`config.mk`:
```
export PLATFORM = sky130hd
export DESIGN_NAME = laie_exec
export DESIGN_NICKNAME = d
export VERILOG_FILES = /design/src/rtl/laie_exec.v
export VERILOG_INCLUDE_DIRS = /design/src /design/src/rtl
export SDC_FILE = /design/constraint.sdc
export NUM_CORES = 1
export LEC_CHECK = 0
export BUFFER_PORTS_ARGS = -buffer_cell sky130_fd_sc_hd__buf_2
export CAP_MARGIN = 20
export CORE_MARGIN = 2
export CORE_UTILIZATION = 40
export DETAILED_ROUTE_END_ITERATION = 12
export HOLD_SLACK_MARGIN = 0.03
export PLACE_DENSITY = 0.59
export REMOVE_ABC_BUFFERS = 1
export SLEW_MARGIN = 40
export SYNTH_ARGS = -nofsm -noshare
export SYNTH_HDL_FRONTEND = slang
export SYNTH_SLANG_ARGS = --single-unit
```
`constraint.sdc`:
```
create_clock -name clk -period 9.4 [get_ports clk]
set_input_delay 1.41 -clock clk [delete_from_list [all_inputs] [get_ports clk]]
set_output_delay 1.41 -clock clk [all_outputs]
set_load 0.01 [all_outputs]
```
`src/rtl/laie_consts.vh`:
```
// Constants for the logic and arithmetic execution datapath.
`ifndef LAIE_CONSTS_VH
`define LAIE_CONSTS_VH
// ****************************************************************
// Register offsets on the software port.
// ****************************************************************
`define LAIE_OFF_CTRL 4'h0
`define LAIE_OFF_WREG 4'h1
`define LAIE_OFF_STAT 4'h2
`define LAIE_OFF_WDOG 4'h3
`define LAIE_OFF_PRE 4'h4
`define LAIE_OFF_FADDR 4'h5
`define LAIE_OFF_FDATA 4'h6
`define LAIE_OFF_EXEC 4'h7
`define LAIE_OFF_INFO 4'h8
// ****************************************************************
// Field positions.
// ****************************************************************
`define LAIE_CTRL_DIV1 11
`define LAIE_CTRL_CARRYINC 0
`define LAIE_CTRL_PREWDOG 1
`define LAIE_ST_C 0
`define LAIE_ST_DC 1
`define LAIE_ST_Z 2
`define LAIE_ST_PD 3
`define LAIE_ST_TO 4
// ****************************************************************
// Reset values.
// ****************************************************************
`define LAIE_RST_CTRL 12'h000
`define LAIE_RST_STAT 8'h18
`define LAIE_RST_W 8'h00
// ****************************************************************
// Opcode patterns, upper seven bits for file forms.
// ****************************************************************
`define LAIE_OP_ANDFW 7'h0B
`define LAIE_OP_ANDWF 7'h0A
`define LAIE_OP_NOTF 7'h13
`define LAIE_OP_ORFW 7'h09
`define LAIE_OP_ORWF 7'h08
`define LAIE_OP_XORFW 7'h0D
`define LAIE_OP_XORWF 7'h0C
`define LAIE_OP_ADDFW 7'h0F
`define LAIE_OP_ADDWF 7'h0E
`define LAIE_OP_DECF 7'h07
`define LAIE_OP_MINUS_ONE_SKIP_ZERO 7'h17
`define LAIE_OP_INCF 7'h15
`define LAIE_OP_PLUS_ONE_SKIP_ZERO 7'h1F
`define LAIE_OP_RLF 7'h1B
`define LAIE_OP_RRF 7'h19
`define LAIE_OP_SUBFW 7'h05
`define LAIE_OP_SWAPF 7'h1D
`define LAIE_OP_WDCLR 11'h002
`define LAIE_NIB_ANDL 4'hE
`define LAIE_NIB_ORL 4'hD
`define LAIE_NIB_XORL 4'hF
`define LAIE_SKIP_CYC 2'h2
`endif

```
`src/rtl/laie_exec.v`:
```
// Execution datapath for logic, arithmetic and watchdog-clear opcodes.
`timescale 1ns/100ps
`include "laie_consts.vh"
// How it works
// - One instruction per clock only when config_word bit 11 is zero.
// - AND file register with W, result to file register, zero flag only.
// - AND file register into W, file untouched, zero flag updated.
// - Top nibble 1110: AND literal into W, zero flag updated.
// - Complement file register in place, zero flag updated.
// - OR W into file register, result stored there, zero flag.
// - OR W with file register, result into W, zero flag.
// - Top nibble 1101: OR literal into W, zero flag.
// - XOR W into file register, result there, zero flag.
// - XOR file register into W, file kept, zero flag.
// - Top nibble 1111: XOR literal into W, zero flag.
// - Add W to file register; carry added when carry_include_bit is 0.
// - Add file register to W; carry added when carry_include_bit is 0.
// - Watchdog clear resets counter, sets timeout and power-down flags.
// - Decrement file register in place, zero flag updated.
// - Decrement without flags; skip next, two cycles, when zero.
// - Increment file register in place, zero flag updated.
// - Increment without flags; skip next, two cycles, when zero.
// - Rotate file register left through carry, in place.
// - Rotate file register right through carry, in place.
// - Subtract W from file register; borrow used when bit is 0.
// - Swap nibbles of file register in place, flags unchanged.
// - Bits marked f address the file, bits marked k are literal.
// - Carry is status bit 0, digit carry bit 1, zero bit 2.
module laie_exec #(
  parameter WDOG_W = 8,
  parameter PRE_W = 8
) (
  // Clock and reset.
  input wire clk,
  input wire arst_n,
  // Register port.
  input wire [3:0] regAddr,
  input wire [11:0] regWdata,
  input wire regWr,
  input wire regRd,
  output reg [11:0] regRdata,
  // Watchdog ticks and execution report.
  input wire wdogTick,
  output reg skipNext,
  output reg execDone,
  output reg wdogExpired
);
  // ****************************************************************
  // State.
  // ****************************************************************
  reg [11:0] ctrl_q;
  reg [7:0] w_q;
  reg [7:0] stat_q;
  reg [WDOG_W-1:0] wdog_q;
  reg [PRE_W-1:0] pre_q;
  reg [4:0] fAddr_q;
  reg [7:0] fileMem_q [0:31];
  reg [11:0] op_q;
  reg opPend_q;
  reg [1:0] busy_q;
  integer i;
  // ****************************************************************
  // Decode.
  // ****************************************************************
  wire [6:0] opHi = op_q[11:5];
  wire [4:0] opF = op_q[4:0];
  wire [7:0] opK = op_q[7:0];
  wire [7:0] fv = fileMem_q[opF];
  wire cIn = stat_q[`LAIE_ST_C];
  wire useCarry = ~ctrl_q[`LAIE_CTRL_CARRYINC];
  wire runOk = ~ctrl_q[`LAIE_CTRL_DIV1];
  // A counter wrap on this tick clears the timeout flag, unless an opcode issues in the same cycle.
  wire wdogWrap = wdogTick &
    ~(ctrl_q[`LAIE_CTRL_PREWDOG] & (pre_q != {PRE_W{1'b1}})) &
    (wdog_q == {WDOG_W{1'b1}});

  function isZero;
    input [7:0] v;
    begin
      isZero = (v == 8'h00);
    end
  endfunction

  reg [7:0] res;
  reg [7:0] nStat;
  reg toFile;
  reg toW;
  reg skipD;
  reg wdClr;
  reg [8:0] sum;
  reg [4:0] nib;
  always @* begin
    res = 8'h00;
    nStat = stat_q;
    toFile = 1'b0;
    toW = 1'b0;
    skipD = 1'b0;
    wdClr = 1'b0;
    sum = 9'h000;
    nib = 5'h00;
    if (op_q[11:8] == `LAIE_NIB_ANDL) begin
      res = w_q & opK;
      toW = 1'b1;
      nStat[`LAIE_ST_Z] = isZero(res);
    end else if (op_q[11:8] == `LAIE_NIB_ORL) begin
      res = w_q | opK;
      toW = 1'b1;
      nStat[`LAIE_ST_Z] = isZero(res);
    end else if (op_q[11:8] == `LAIE_NIB_XORL) begin
      res = w_q ^ opK;
      toW = 1'b1;
      nStat[`LAIE_ST_Z] = isZero(res);
    end else if (op_q[11:1] == `LAIE_OP_WDCLR) begin
      wdClr = 1'b1;
      nStat[`LAIE_ST_TO] = 1'b1;
      nStat[`LAIE_ST_PD] = 1'b1;
    end else begin
      case (opHi)
        `LAIE_OP_ANDFW: begin
          res = fv & w_q;
          toFile = 1'b1;
          nStat[`LAIE_ST_Z] = isZero(res);
        end
        `LAIE_OP_ANDWF: begin
          res = fv & w_q;
          toW = 1'b1;
          nStat[`LAIE_ST_Z] = isZero(res);
        end
        `LAIE_OP_NOTF: begin
          res = fv ^ 8'hFF;
          toFile = 1'b1;
          nStat[`LAIE_ST_Z] = isZero(res);
        end
        `LAIE_OP_ORFW: begin
          res = fv | w_q;
          toFile = 1'b1;
          nStat[`LAIE_ST_Z] = isZero(res);
        end
        `LAIE_OP_ORWF: begin
          res = fv | w_q;
          toW = 1'b1;
          nStat[`LAIE_ST_Z] = isZero(res);
        end
        `LAIE_OP_XORFW: begin
          res = fv ^ w_q;
          toFile = 1'b1;
          nStat[`LAIE_ST_Z] = isZero(res);
        end
        `LAIE_OP_XORWF: begin
          res = fv ^ w_q;
          toW = 1'b1;
          nStat[`LAIE_ST_Z] = isZero(res);
        end
        `LAIE_OP_ADDFW, `LAIE_OP_ADDWF: begin
          sum = {1'b0, fv} + {1'b0, w_q} + {8'h00, useCarry & cIn};
          nib = {1'b0, fv[3:0]} + {1'b0, w_q[3:0]} +
            {4'h0, useCarry & cIn};
          res = sum[7:0];
          toFile = (opHi == `LAIE_OP_ADDFW);
          toW = (opHi == `LAIE_OP_ADDWF);
          nStat[`LAIE_ST_C] = sum[8];
          nStat[`LAIE_ST_DC] = nib[4];
          nStat[`LAIE_ST_Z] = isZero(res);
        end
        `LAIE_OP_SUBFW: begin
          // Carry set means no borrow, so the sum form adds the inverse.
          sum = {1'b0, fv} + {1'b0, ~w_q} +
            {8'h00, useCarry ? cIn : 1'b1};
          nib = {1'b0, fv[3:0]} + {1'b0, ~w_q[3:0]} +
            {4'h0, useCarry ? cIn : 1'b1};
          res = sum[7:0];
          toFile = 1'b1;
          nStat[`LAIE_ST_C] = sum[8];
          nStat[`LAIE_ST_DC] = nib[4];
          nStat[`LAIE_ST_Z] = isZero(res);
        end
        `LAIE_OP_DECF: begin
          res = fv - 8'h01;
          toFile = 1'b1;
          nStat[`LAIE_ST_Z] = isZero(res);
        end
        `LAIE_OP_MINUS_ONE_SKIP_ZERO: begin
          res = fv - 8'h01;
          toFile = 1'b1;
          skipD = isZero(res);
        end
        `LAIE_OP_INCF: begin
          res = fv + 8'h01;
          toFile = 1'b1;
          nStat[`LAIE_ST_Z] = isZero(res);
        end
        `LAIE_OP_PLUS_ONE_SKIP_ZERO: begin
          res = fv + 8'h01;
          toFile = 1'b1;
          skipD = isZero(res);
        end
        `LAIE_OP_RLF: begin
          res = {fv[6:0], cIn};
          toFile = 1'b1;
          nStat[`LAIE_ST_C] = fv[7];
        end
        `LAIE_OP_RRF: begin
          res = {cIn, fv[7:1]};
          toFile = 1'b1;
          nStat[`LAIE_ST_C] = fv[0];
        end
        `LAIE_OP_SWAPF: begin
          res = {fv[3:0], fv[7:4]};
          toFile = 1'b1;
        end
        default: begin
          res = 8'h00;
        end
      endcase
    end
  end

  // ****************************************************************
  // Execution and registers.
  // ****************************************************************
  wire issue = opPend_q & runOk & (busy_q == 2'h0);
  always @(posedge clk or negedge arst_n) begin
    if (!arst_n) begin
      ctrl_q <= `LAIE_RST_CTRL;
      w_q <= `LAIE_RST_W;
      stat_q <= `LAIE_RST_STAT;
      wdog_q <= {WDOG_W{1'b0}};
      pre_q <= {PRE_W{1'b0}};
      fAddr_q <= 5'h00;
      op_q <= 12'h000;
      opPend_q <= 1'b0;
      busy_q <= 2'h0;
      skipNext <= 1'b0;
      execDone <= 1'b0;
      wdogExpired <= 1'b0;
      for (i = 0; i < 32; i = i + 1) begin
        fileMem_q[i] <= 8'h00;
      end
    end else begin
      execDone <= 1'b0;
      skipNext <= 1'b0;
      if (busy_q != 2'h0) begin
        busy_q <= busy_q - 2'h1;
      end
      if (wdogTick) begin
        if (ctrl_q[`LAIE_CTRL_PREWDOG] && pre_q != {PRE_W{1'b1}}) begin
          pre_q <= pre_q + {{(PRE_W-1){1'b0}}, 1'b1};
        end else begin
          pre_q <= {PRE_W{1'b0}};
          wdog_q <= wdog_q + {{(WDOG_W-1){1'b0}}, 1'b1};
          if (wdog_q == {WDOG_W{1'b1}}) begin
            wdogExpired <= 1'b1;
          end
        end
      end
      if (regWr) begin
        case (regAddr)
          `LAIE_OFF_CTRL: ctrl_q <= regWdata;
          `LAIE_OFF_WREG: w_q <= regWdata[7:0];
          `LAIE_OFF_STAT: stat_q <= regWdata[7:0];
          `LAIE_OFF_FADDR: fAddr_q <= regWdata[4:0];
          `LAIE_OFF_FDATA: fileMem_q[fAddr_q] <= regWdata[7:0];
          `LAIE_OFF_EXEC: begin
            op_q <= regWdata;
            opPend_q <= 1'b1;
          end
          default: begin
            op_q <= op_q;
          end
        endcase
      end
      // Expiry beats a software write to the status in the same cycle.
      if (wdogWrap) begin
        stat_q[`LAIE_ST_TO] <= 1'b0;
      end
      if (issue) begin
        // An opcode written in the issue cycle stays pending for its turn.
        if (!(regWr && regAddr == `LAIE_OFF_EXEC)) begin
          opPend_q <= 1'b0;
        end
        execDone <= 1'b1;
        stat_q <= nStat;
        if (toW) begin
          w_q <= res;
        end
        if (toFile) begin
          fileMem_q[opF] <= res;
        end
        if (wdClr) begin
          wdog_q <= {WDOG_W{1'b0}};
          wdogExpired <= 1'b0;
          if (ctrl_q[`LAIE_CTRL_PREWDOG]) begin
            pre_q <= {PRE_W{1'b0}};
          end
        end
        if (skipD) begin
          skipNext <= 1'b1;
          busy_q <= `LAIE_SKIP_CYC - 2'h1;
        end
      end
    end
  end

  // ****************************************************************
  // Read port, one cycle latency.
  // ****************************************************************
  always @(posedge clk or negedge arst_n) begin
    if (!arst_n) begin
      regRdata <= 12'h000;
    end else if (regRd) begin
      case (regAddr)
        `LAIE_OFF_CTRL: regRdata <= ctrl_q;
        `LAIE_OFF_WREG: regRdata <= {4'h0, w_q};
        `LAIE_OFF_STAT: regRdata <= {4'h0, stat_q};
        `LAIE_OFF_WDOG: regRdata <= {{(12-WDOG_W){1'b0}}, wdog_q};
        `LAIE_OFF_PRE: regRdata <= {{(12-PRE_W){1'b0}}, pre_q};
        `LAIE_OFF_FADDR: regRdata <= {7'h00, fAddr_q};
        `LAIE_OFF_FDATA: regRdata <= {4'h0, fileMem_q[fAddr_q]};
        `LAIE_OFF_EXEC: regRdata <= op_q;
        `LAIE_OFF_INFO: regRdata <= {9'h000, opPend_q, busy_q};
        default: regRdata <= 12'h000;
      endcase
    end else begin
      regRdata <= 12'h000;
    end
  end
endmodule // laie_exec

```
==> impl_metrics.json, run 1 <==
{
  "cpPeakStageDelay_ns": 0.99,
  "synthFlopType": "dfrtp_1",
  "core-area_sq_mm": 0.0565,
  "first_pass_iters": 7,
  "critical_path_buf_inv_count": 4,
  "async_reset_ff_frac": 1.00,
  "cap_viol_max_count": 0,
  "syn_to_final_growth_pct": 9.78,
  "slew_violations": 0,
  "cp.arrival_ns": 6.42,
  "vias": 20400,
  "met2_usage": 0.465,
  "relSlewSlack": 0.402,
  "num-fill-cells": 5408,
  "row_count": 87,
  "grt_overflow": 0,
  "final_nets": 2388,
  "synth.avg_cell_area_sq_um": 9.48,
  "grt_busiest_layer": "met2",
  "grt_pass1_wl_um": 136000,
  "drt_iter0_markers": 2851,
  "power_density_mw_per_mm2": 265,
  "p_sw_frac": 0.444,
  "die_h_um": 243,
  "yosys.area_share.simple": 0.151,
  "syn_area_sq_mm": 0.0229,
  "final_cell_mix": "328 x dfrtp_1, 208 x nand2_1, 201 x a21oi_1",
  "postCtsHoldBufs": 0,
  "grt_max_degree": 147,
  "drive_above_1_share": 0.182,
  "clock-sinks": 335,
  "start_util": 0.405,
  "cp-start-kind": "flop",
  "gp_congestion": 1.09,
  "postSynthCellCount": 2416,
  "ys_types": 87,
  "drc": 0,
  "finalSetupTns_ns": 0,
  "cts-root-buf": "clkbuf_16",
  "finalHoldViolations": 0,
  "dp.final_hpwl_um": 65200,
  "critical_path_peak_fanout": 40,
  "wirelength_um": 92500,
  "crit_family": "compound AO/OA/AOI/OAI gates",
  "setup_viol": 0,
  "wl_per_cell_um": 29.8,
  "endpoint_kind": "flop",
  "rsz0062_at_grt": "false",
  "p_int_mw": 3.71,
  "synth_top_family_by_area": "multiplexers",
  "postCtsSetupBuffers": 0,
  "max_freq_ghz": 0.167,
  "peakVddDrop_uv": 134,
  "yosysWarnings": 0,
  "slowest_stage": "dfrtp_4",
  "post-route-util": 0.445,
  "antenna_found_initial": 2,
  "worstMarginPinSlew_ns": 0.890,
  "power_switching_mw": 2.96,
  "ios": 36,
  "post-route-min-period_ns": 5.99,
  "synth_mux_area_frac": 0.202,
  "diodes": 0,
  "die_x_um": 243,
  "synth-compound-area-share": 0.192,
  "cts_buffer_depth": 3,
  "synthAdderAreaFrac": 0.0281,
  "grt_usage": 0.308,
  "synth_edf_count": 0,
  "critPathKind": "flop to flop",
  "p_seq_frac": 0.303,
  "htreeDepth": 2,
  "io_buffers": 35,
  "synth.yosys.seq_area_share": 0.366,
  "status": "finished clean",
  "vias_per_cell": 6.58,
  "cts_resized": 0,
  "cts_tree": "built",
  "leakage_nw": 10.1,
  "cts_buffers": 40,
  "worstPathRequired_ns": 9.83,
  "gr-usage-met1": 0.426,
  "clkLatencyLatePin_ns": 0.60,
  "grt_use_met3": 0.0614,
  "min_path_type": "flop to flop",
  "synth-xor-area-share": 0.0111,
  "p_clk_frac": 0.243,
  "die-area_sq_mm": 0.0592,
  "pwr-share-comb": 0.454,
  "ant_nets": 0,
  "fin_crit_sh": 0.637,
  "final_common_cell": "dfrtp_1",
  "grt_pass1_vias": 19300,
  "synth_seq_cells": 335,
  "cp_cell_sequence": "buf_4 > mux2i_1 > o22ai_1 > nor4_1 > and2_1 > inv_2 > fa_1 > fa_1 > nand2b_1 > a21oi_1 > nor2_1 > nor2_1 > o21a_1 > a2111oi_2 > o211ai_1 > a22oi_2 > buf_6 > buf_4 > o21ai_0",
  "final.setup_skew_ns": 0.0264,
  "clkTransAtPathRegs_ns": 0.06
}
final cells by class:
class,count,area [sq um],area share
clock buffer,60,1180,0.0468
clock inverter,13,175,0.00697
inverter,42,158,0.00627
multi-input combinational,1818,13600,0.541
sequential,335,8400,0.334
tap,756,946,0.0376
timing repair buffer,81,699,0.0278
path summary, 6_finish.rpt:
path | startpoint | endpoint | slack (ns) | cells after the start
setup / recovery | op_q[0]$_DFFE_PN0P_ | fileMem_q[60]$_DFF_PN0_ | 3.41 | 19
hold / removal | stat_q[6]$_DFFE_PN0P_ | stat_q[6]$_DFFE_PN0P_ | 0.50 | 2
setup reg to reg | op_q[0]$_DFFE_PN0P_ | fileMem_q[60]$_DFF_PN0_ | 3.41 | 19
hold reg to reg | stat_q[6]$_DFFE_PN0P_ | stat_q[6]$_DFFE_PN0P_ | 0.50 | 2
max in group asynchronous | arst_n | fileMem_q[227]$_DFF_PN0_ | 7.42 | 3
min in group asynchronous | arst_n | execDone$_DFF_PN0_ | 0.76 | 1
registers in the layout (all words and copies together) (netlist names):
signal	count
execDone	1
fAddr_q	5
w_q	8
opPend_q	1
skipNext	1
busy_q	2
regRdata	12
wdog_q	8
ctrl_q	12
fileMem_q	256
pre_q	8
op_q	12
wdogExpired	1
stat_q	8
power by group through the flow:
stage / registers [mW] / logic, mW / clock network [mW]
after global placement: 2.02 / 2.84 / 0
final: 2.02 / 3.03 / 1.62
after detailed placement: 2.03 / 2.91 / 0
after global routing: 2.04 / 3.18 / 1.71
after CTS: 2.00 / 2.93 / 1.64
after floorplan: 1.93 / 1.80 / 0
worst min-delay path, delay by kind of cell, from the launching register on:
family,cells,cell delay [ns]
flip-flops,1,0.34
AND/OR/NAND/NOR,2,0.13
through the flow:
stage	setup WS, ns	power, mW	cell area, sq um	hold slack [ns]	instances
floorplan	1.21	3.73	21900	0.446	2195
global placement	2.84	4.86	23400	0.465	3019
detailed placement	3.41	4.94	23700	0.479	3029
CTS	3.39	6.58	25100	0.494	3102
global route	3.18	6.93	25100	0.531	3105
finish	3.41	6.67	25100	0.502	3105
Yosys cell counts, types with 15 or more instances:
cell type,number,area (sq um)
a21oi_1,204,1020
nor2_1,124,465
nand2_1,208,781
nand3_1,25,125
a211oi_1,135,1010
nor4_1,26,163
a22oi_1,46,345
nor2b_1,127,795
dfrtp_1,333,8330
mux4_2,64,1440
mux2i_1,167,1670
and3_1,18,113
clkbuf_1,139,522
o22ai_1,77,482
xnor2_1,16,140
o21ai_0,118,591
nand4_1,24,150
nor3_1,31,155
ha_1,45,563
buf_4,15,113
o21ai_1,33,165
buf_1,24,90.1
mux2_2,135,1520
buf_2,35,175
inv_1,36,135
kinds of logic (layout without fill, tap and decap cells):
logic type | after synthesis | after routing
adders and majority gates | 49 | 49
DFF | 335 | 335
xor gates and xnor gates | 29 | 29
buffers and inverters | 263 | 196
AOI/OAI and AO/OA | 704 | 704
and+or+nand+nor | 670 | 670
muxes | 366 | 366
layer usage:
| layer | part of all wire | routed length [um] |
|---|---|---|
| met2 | 0.44 | 41000 |
| met4 | 0.049 | 4550 |
| met1 | 0.41 | 38100 |
| met3 | 0.095 | 8780 |
| met5 | 0.000086 | 8 |
(Power assumes the default switching activity.)
==> run 2, diff against run 1 <==
==> constraint.sdc (replaced) <==
create_clock -name clk -period 6.15 [get_ports clk]
set_input_delay 0.9225 -clock clk [delete_from_list [all_inputs] [get_ports clk]]
set_output_delay 0.9225 -clock clk [all_outputs]
set_load 0.01 [all_outputs]
==> run 2 against run 1 <==
  * Wire length shrank 1.4%
  * Hold slack lost 0.20 ns
  * Clock power rose by 57%
  * Critical endpoint is now fileMem_q[27]$_DFF_PN0_
  * Power increased by 55%
  * Highest routed layer unchanged
==> impl_metrics.json, run 2 (same netlist as run 1, synthesis figures left out) <==
{
  "clkLatencyLatePin_ns": 0.56,
  "finalSetupTns_ns": 0,
  "drive_above_1_share": 0.183,
  "die_x_um": 243,
  "multi_input_area_sq_mm": 0.0136,
  "post-route-min-period_ns": 5.72,
  "peakVddDrop_uv": 221,
  "antenna_found_initial": 4,
  "row_count": 87,
  "max_freq_ghz": 0.175,
  "critPathKind": "flop to flop",
  "cts_buffer_depth": 3,
  "grt_pass1_wl_um": 135000,
  "htreeDepth": 2,
  "seq_area_sq_mm": 0.00839,
  "ios": 36,
  "cap_viol_max_count": 0,
  "grt_overflow": 0,
  "start_util": 0.405,
  "final_cell_mix": "330 x dfrtp_1, 208 x nand2_1, 201 x a21oi_1",
  "worstMarginPinSlew_ns": 0.961,
  "clock-sinks": 335,
  "relSlewSlack": 0.355,
  "slew_violations": 0,
  "cts_tree": "built",
  "worstPathRequired_ns": 6.55,
  "cp-start-kind": "flop",
  "num-fill-cells": 5428,
  "ant_nets": 0,
  "gp_congestion": 1.05,
  "die_h_um": 243,
  "fin_crit_sh": 0.930,
  "setup_viol": 0,
  "clkTransAtPathRegs_ns": 0.06,
  "critical_path_peak_fanout": 33,
  "grt_max_degree": 116,
  "grt_usage": 0.304,
  "cp.arrival_ns": 6.12,
  "finalHoldViolations": 0,
  "wl_per_cell_um": 29.2,
  "first_pass_iters": 5,
  "top_register": "fileMem_q",
  "layout.cells.non_filler": 3121,
  "final_common_cell": "dfrtp_1",
  "dp.final_hpwl_um": 65100,
  "cts_buffers": 40,
  "grt_pass1_vias": 19500,
  "leakage_nw": 10.3,
  "vias": 20200,
  "cts_resized": 0,
  "largest_reg_flops": 256,
  "io_buffers": 35,
  "reg2reg_slack_ns": 0.43,
  "syn_to_final_growth_pct": 10.6,
  "drc": 0,
  "rr_endpoint": "fileMem_q[27]$_DFF_PN0_",
  "worstRegToRegCells": 17,
  "final.setup_skew_ns": 0.0146,
  "min_path_type": "input port to async pin",
  "timing.rr.start": "op_q[0]$_DFFE_PN0P_",
  "wirelength_um": 91200,
  "postCtsSetupBuffers": 0,
  "postCtsHoldBufs": 0,
  "vias_per_cell": 6.49,
  "die-area_sq_mm": 0.0592,
  "core-area_sq_mm": 0.0565,
  "rsz0062_at_grt": "false",
  "power_density_mw_per_mm2": 408,
  "drt_iter0_markers": 2103,
  "cts-root-buf": "clkbuf_16",
  "status": "finished clean",
  "endpoint_kind": "flop",
  "place_inst": 3051,
  "final_nets": 2407
}
## run 2: critical path: stages (launching register included)
cell	delay (ns)
dfrtp_4	0.82
buf_12	0.35
mux2i_1	0.49
o22ai_1	0.18
nor4_1	0.68
and2_1	0.46
inv_2	0.08
buf_4	0.21
ha_1	0.22
a21oi_1	0.19
o21bai_1	0.15
a221oi_1	0.30
a31oi_1	0.10
a211oi_1	0.24
o211ai_1	0.23
o31ai_4	0.27
buf_4	0.32
o21ai_0	0.14
## run 2: final cells by class
cell class	instances	share of cell area
Antenna cell	1	0.0000988
Clock buffer	62	0.0472
Inverter	42	0.00622
Tap cell	756	0.0373
Clock inverter	7	0.00741
Multi-Input combinational cell	1818	0.536
Timing Repair Buffer	100	0.0343
Sequential cell	335	0.331
## run 2: per-layer routing
metal	global-route usage	wire length, um	vias up
met3	0.0523	7490	219
met1	0.417	38300	10100
li1	-	-	8848
met5	0	26	-
met2	0.471	40800	1024
met4	0.136	4630	4
## run 2: worst max path at each step
stage / start / endpoint / slack, ns / cells after the start
floorplan: op_q[0]$_DFFE_PN0P_ / fileMem_q[28]$_DFF_PN0_ / -2.04 / 16
global placement: op_q[0]$_DFFE_PN0P_ / w_q[6]$_DFF_PN0_ / 0.48 / 16
detailed placement: op_q[0]$_DFFE_PN0P_ / fileMem_q[27]$_DFF_PN0_ / 0.58 / 17
CTS: op_q[0]$_DFFE_PN0P_ / fileMem_q[27]$_DFF_PN0_ / 0.55 / 17
global route: op_q[0]$_DFFE_PN0P_ / fileMem_q[187]$_DFF_PN0_ / 0.28 / 17
finish: op_q[0]$_DFFE_PN0P_ / fileMem_q[27]$_DFF_PN0_ / 0.43 / 17
## run 2: where the power goes
group	switching [mW]	internal (mW)	total, mW
sequential	0.482	2.53	3.01
clock	0.970	1.58	2.55
combinational	3.05	1.72	4.77
## run 2: per-stage QoR
step	setup slack (ns)	area, sq um	utilization	power, mW	hold slack [ns]
final	0.429	25300	0.448	10.3	0.303
after CTS	0.551	25300	0.448	10.2	0.309
after global routing	0.280	25300	0.448	10.7	0.349
after detailed placement	0.575	23900	0.424	7.65	0.468
after global placement	0.482	23700	0.420	7.61	0.460
after floorplan	-2.04	21900	-	5.70	0.446
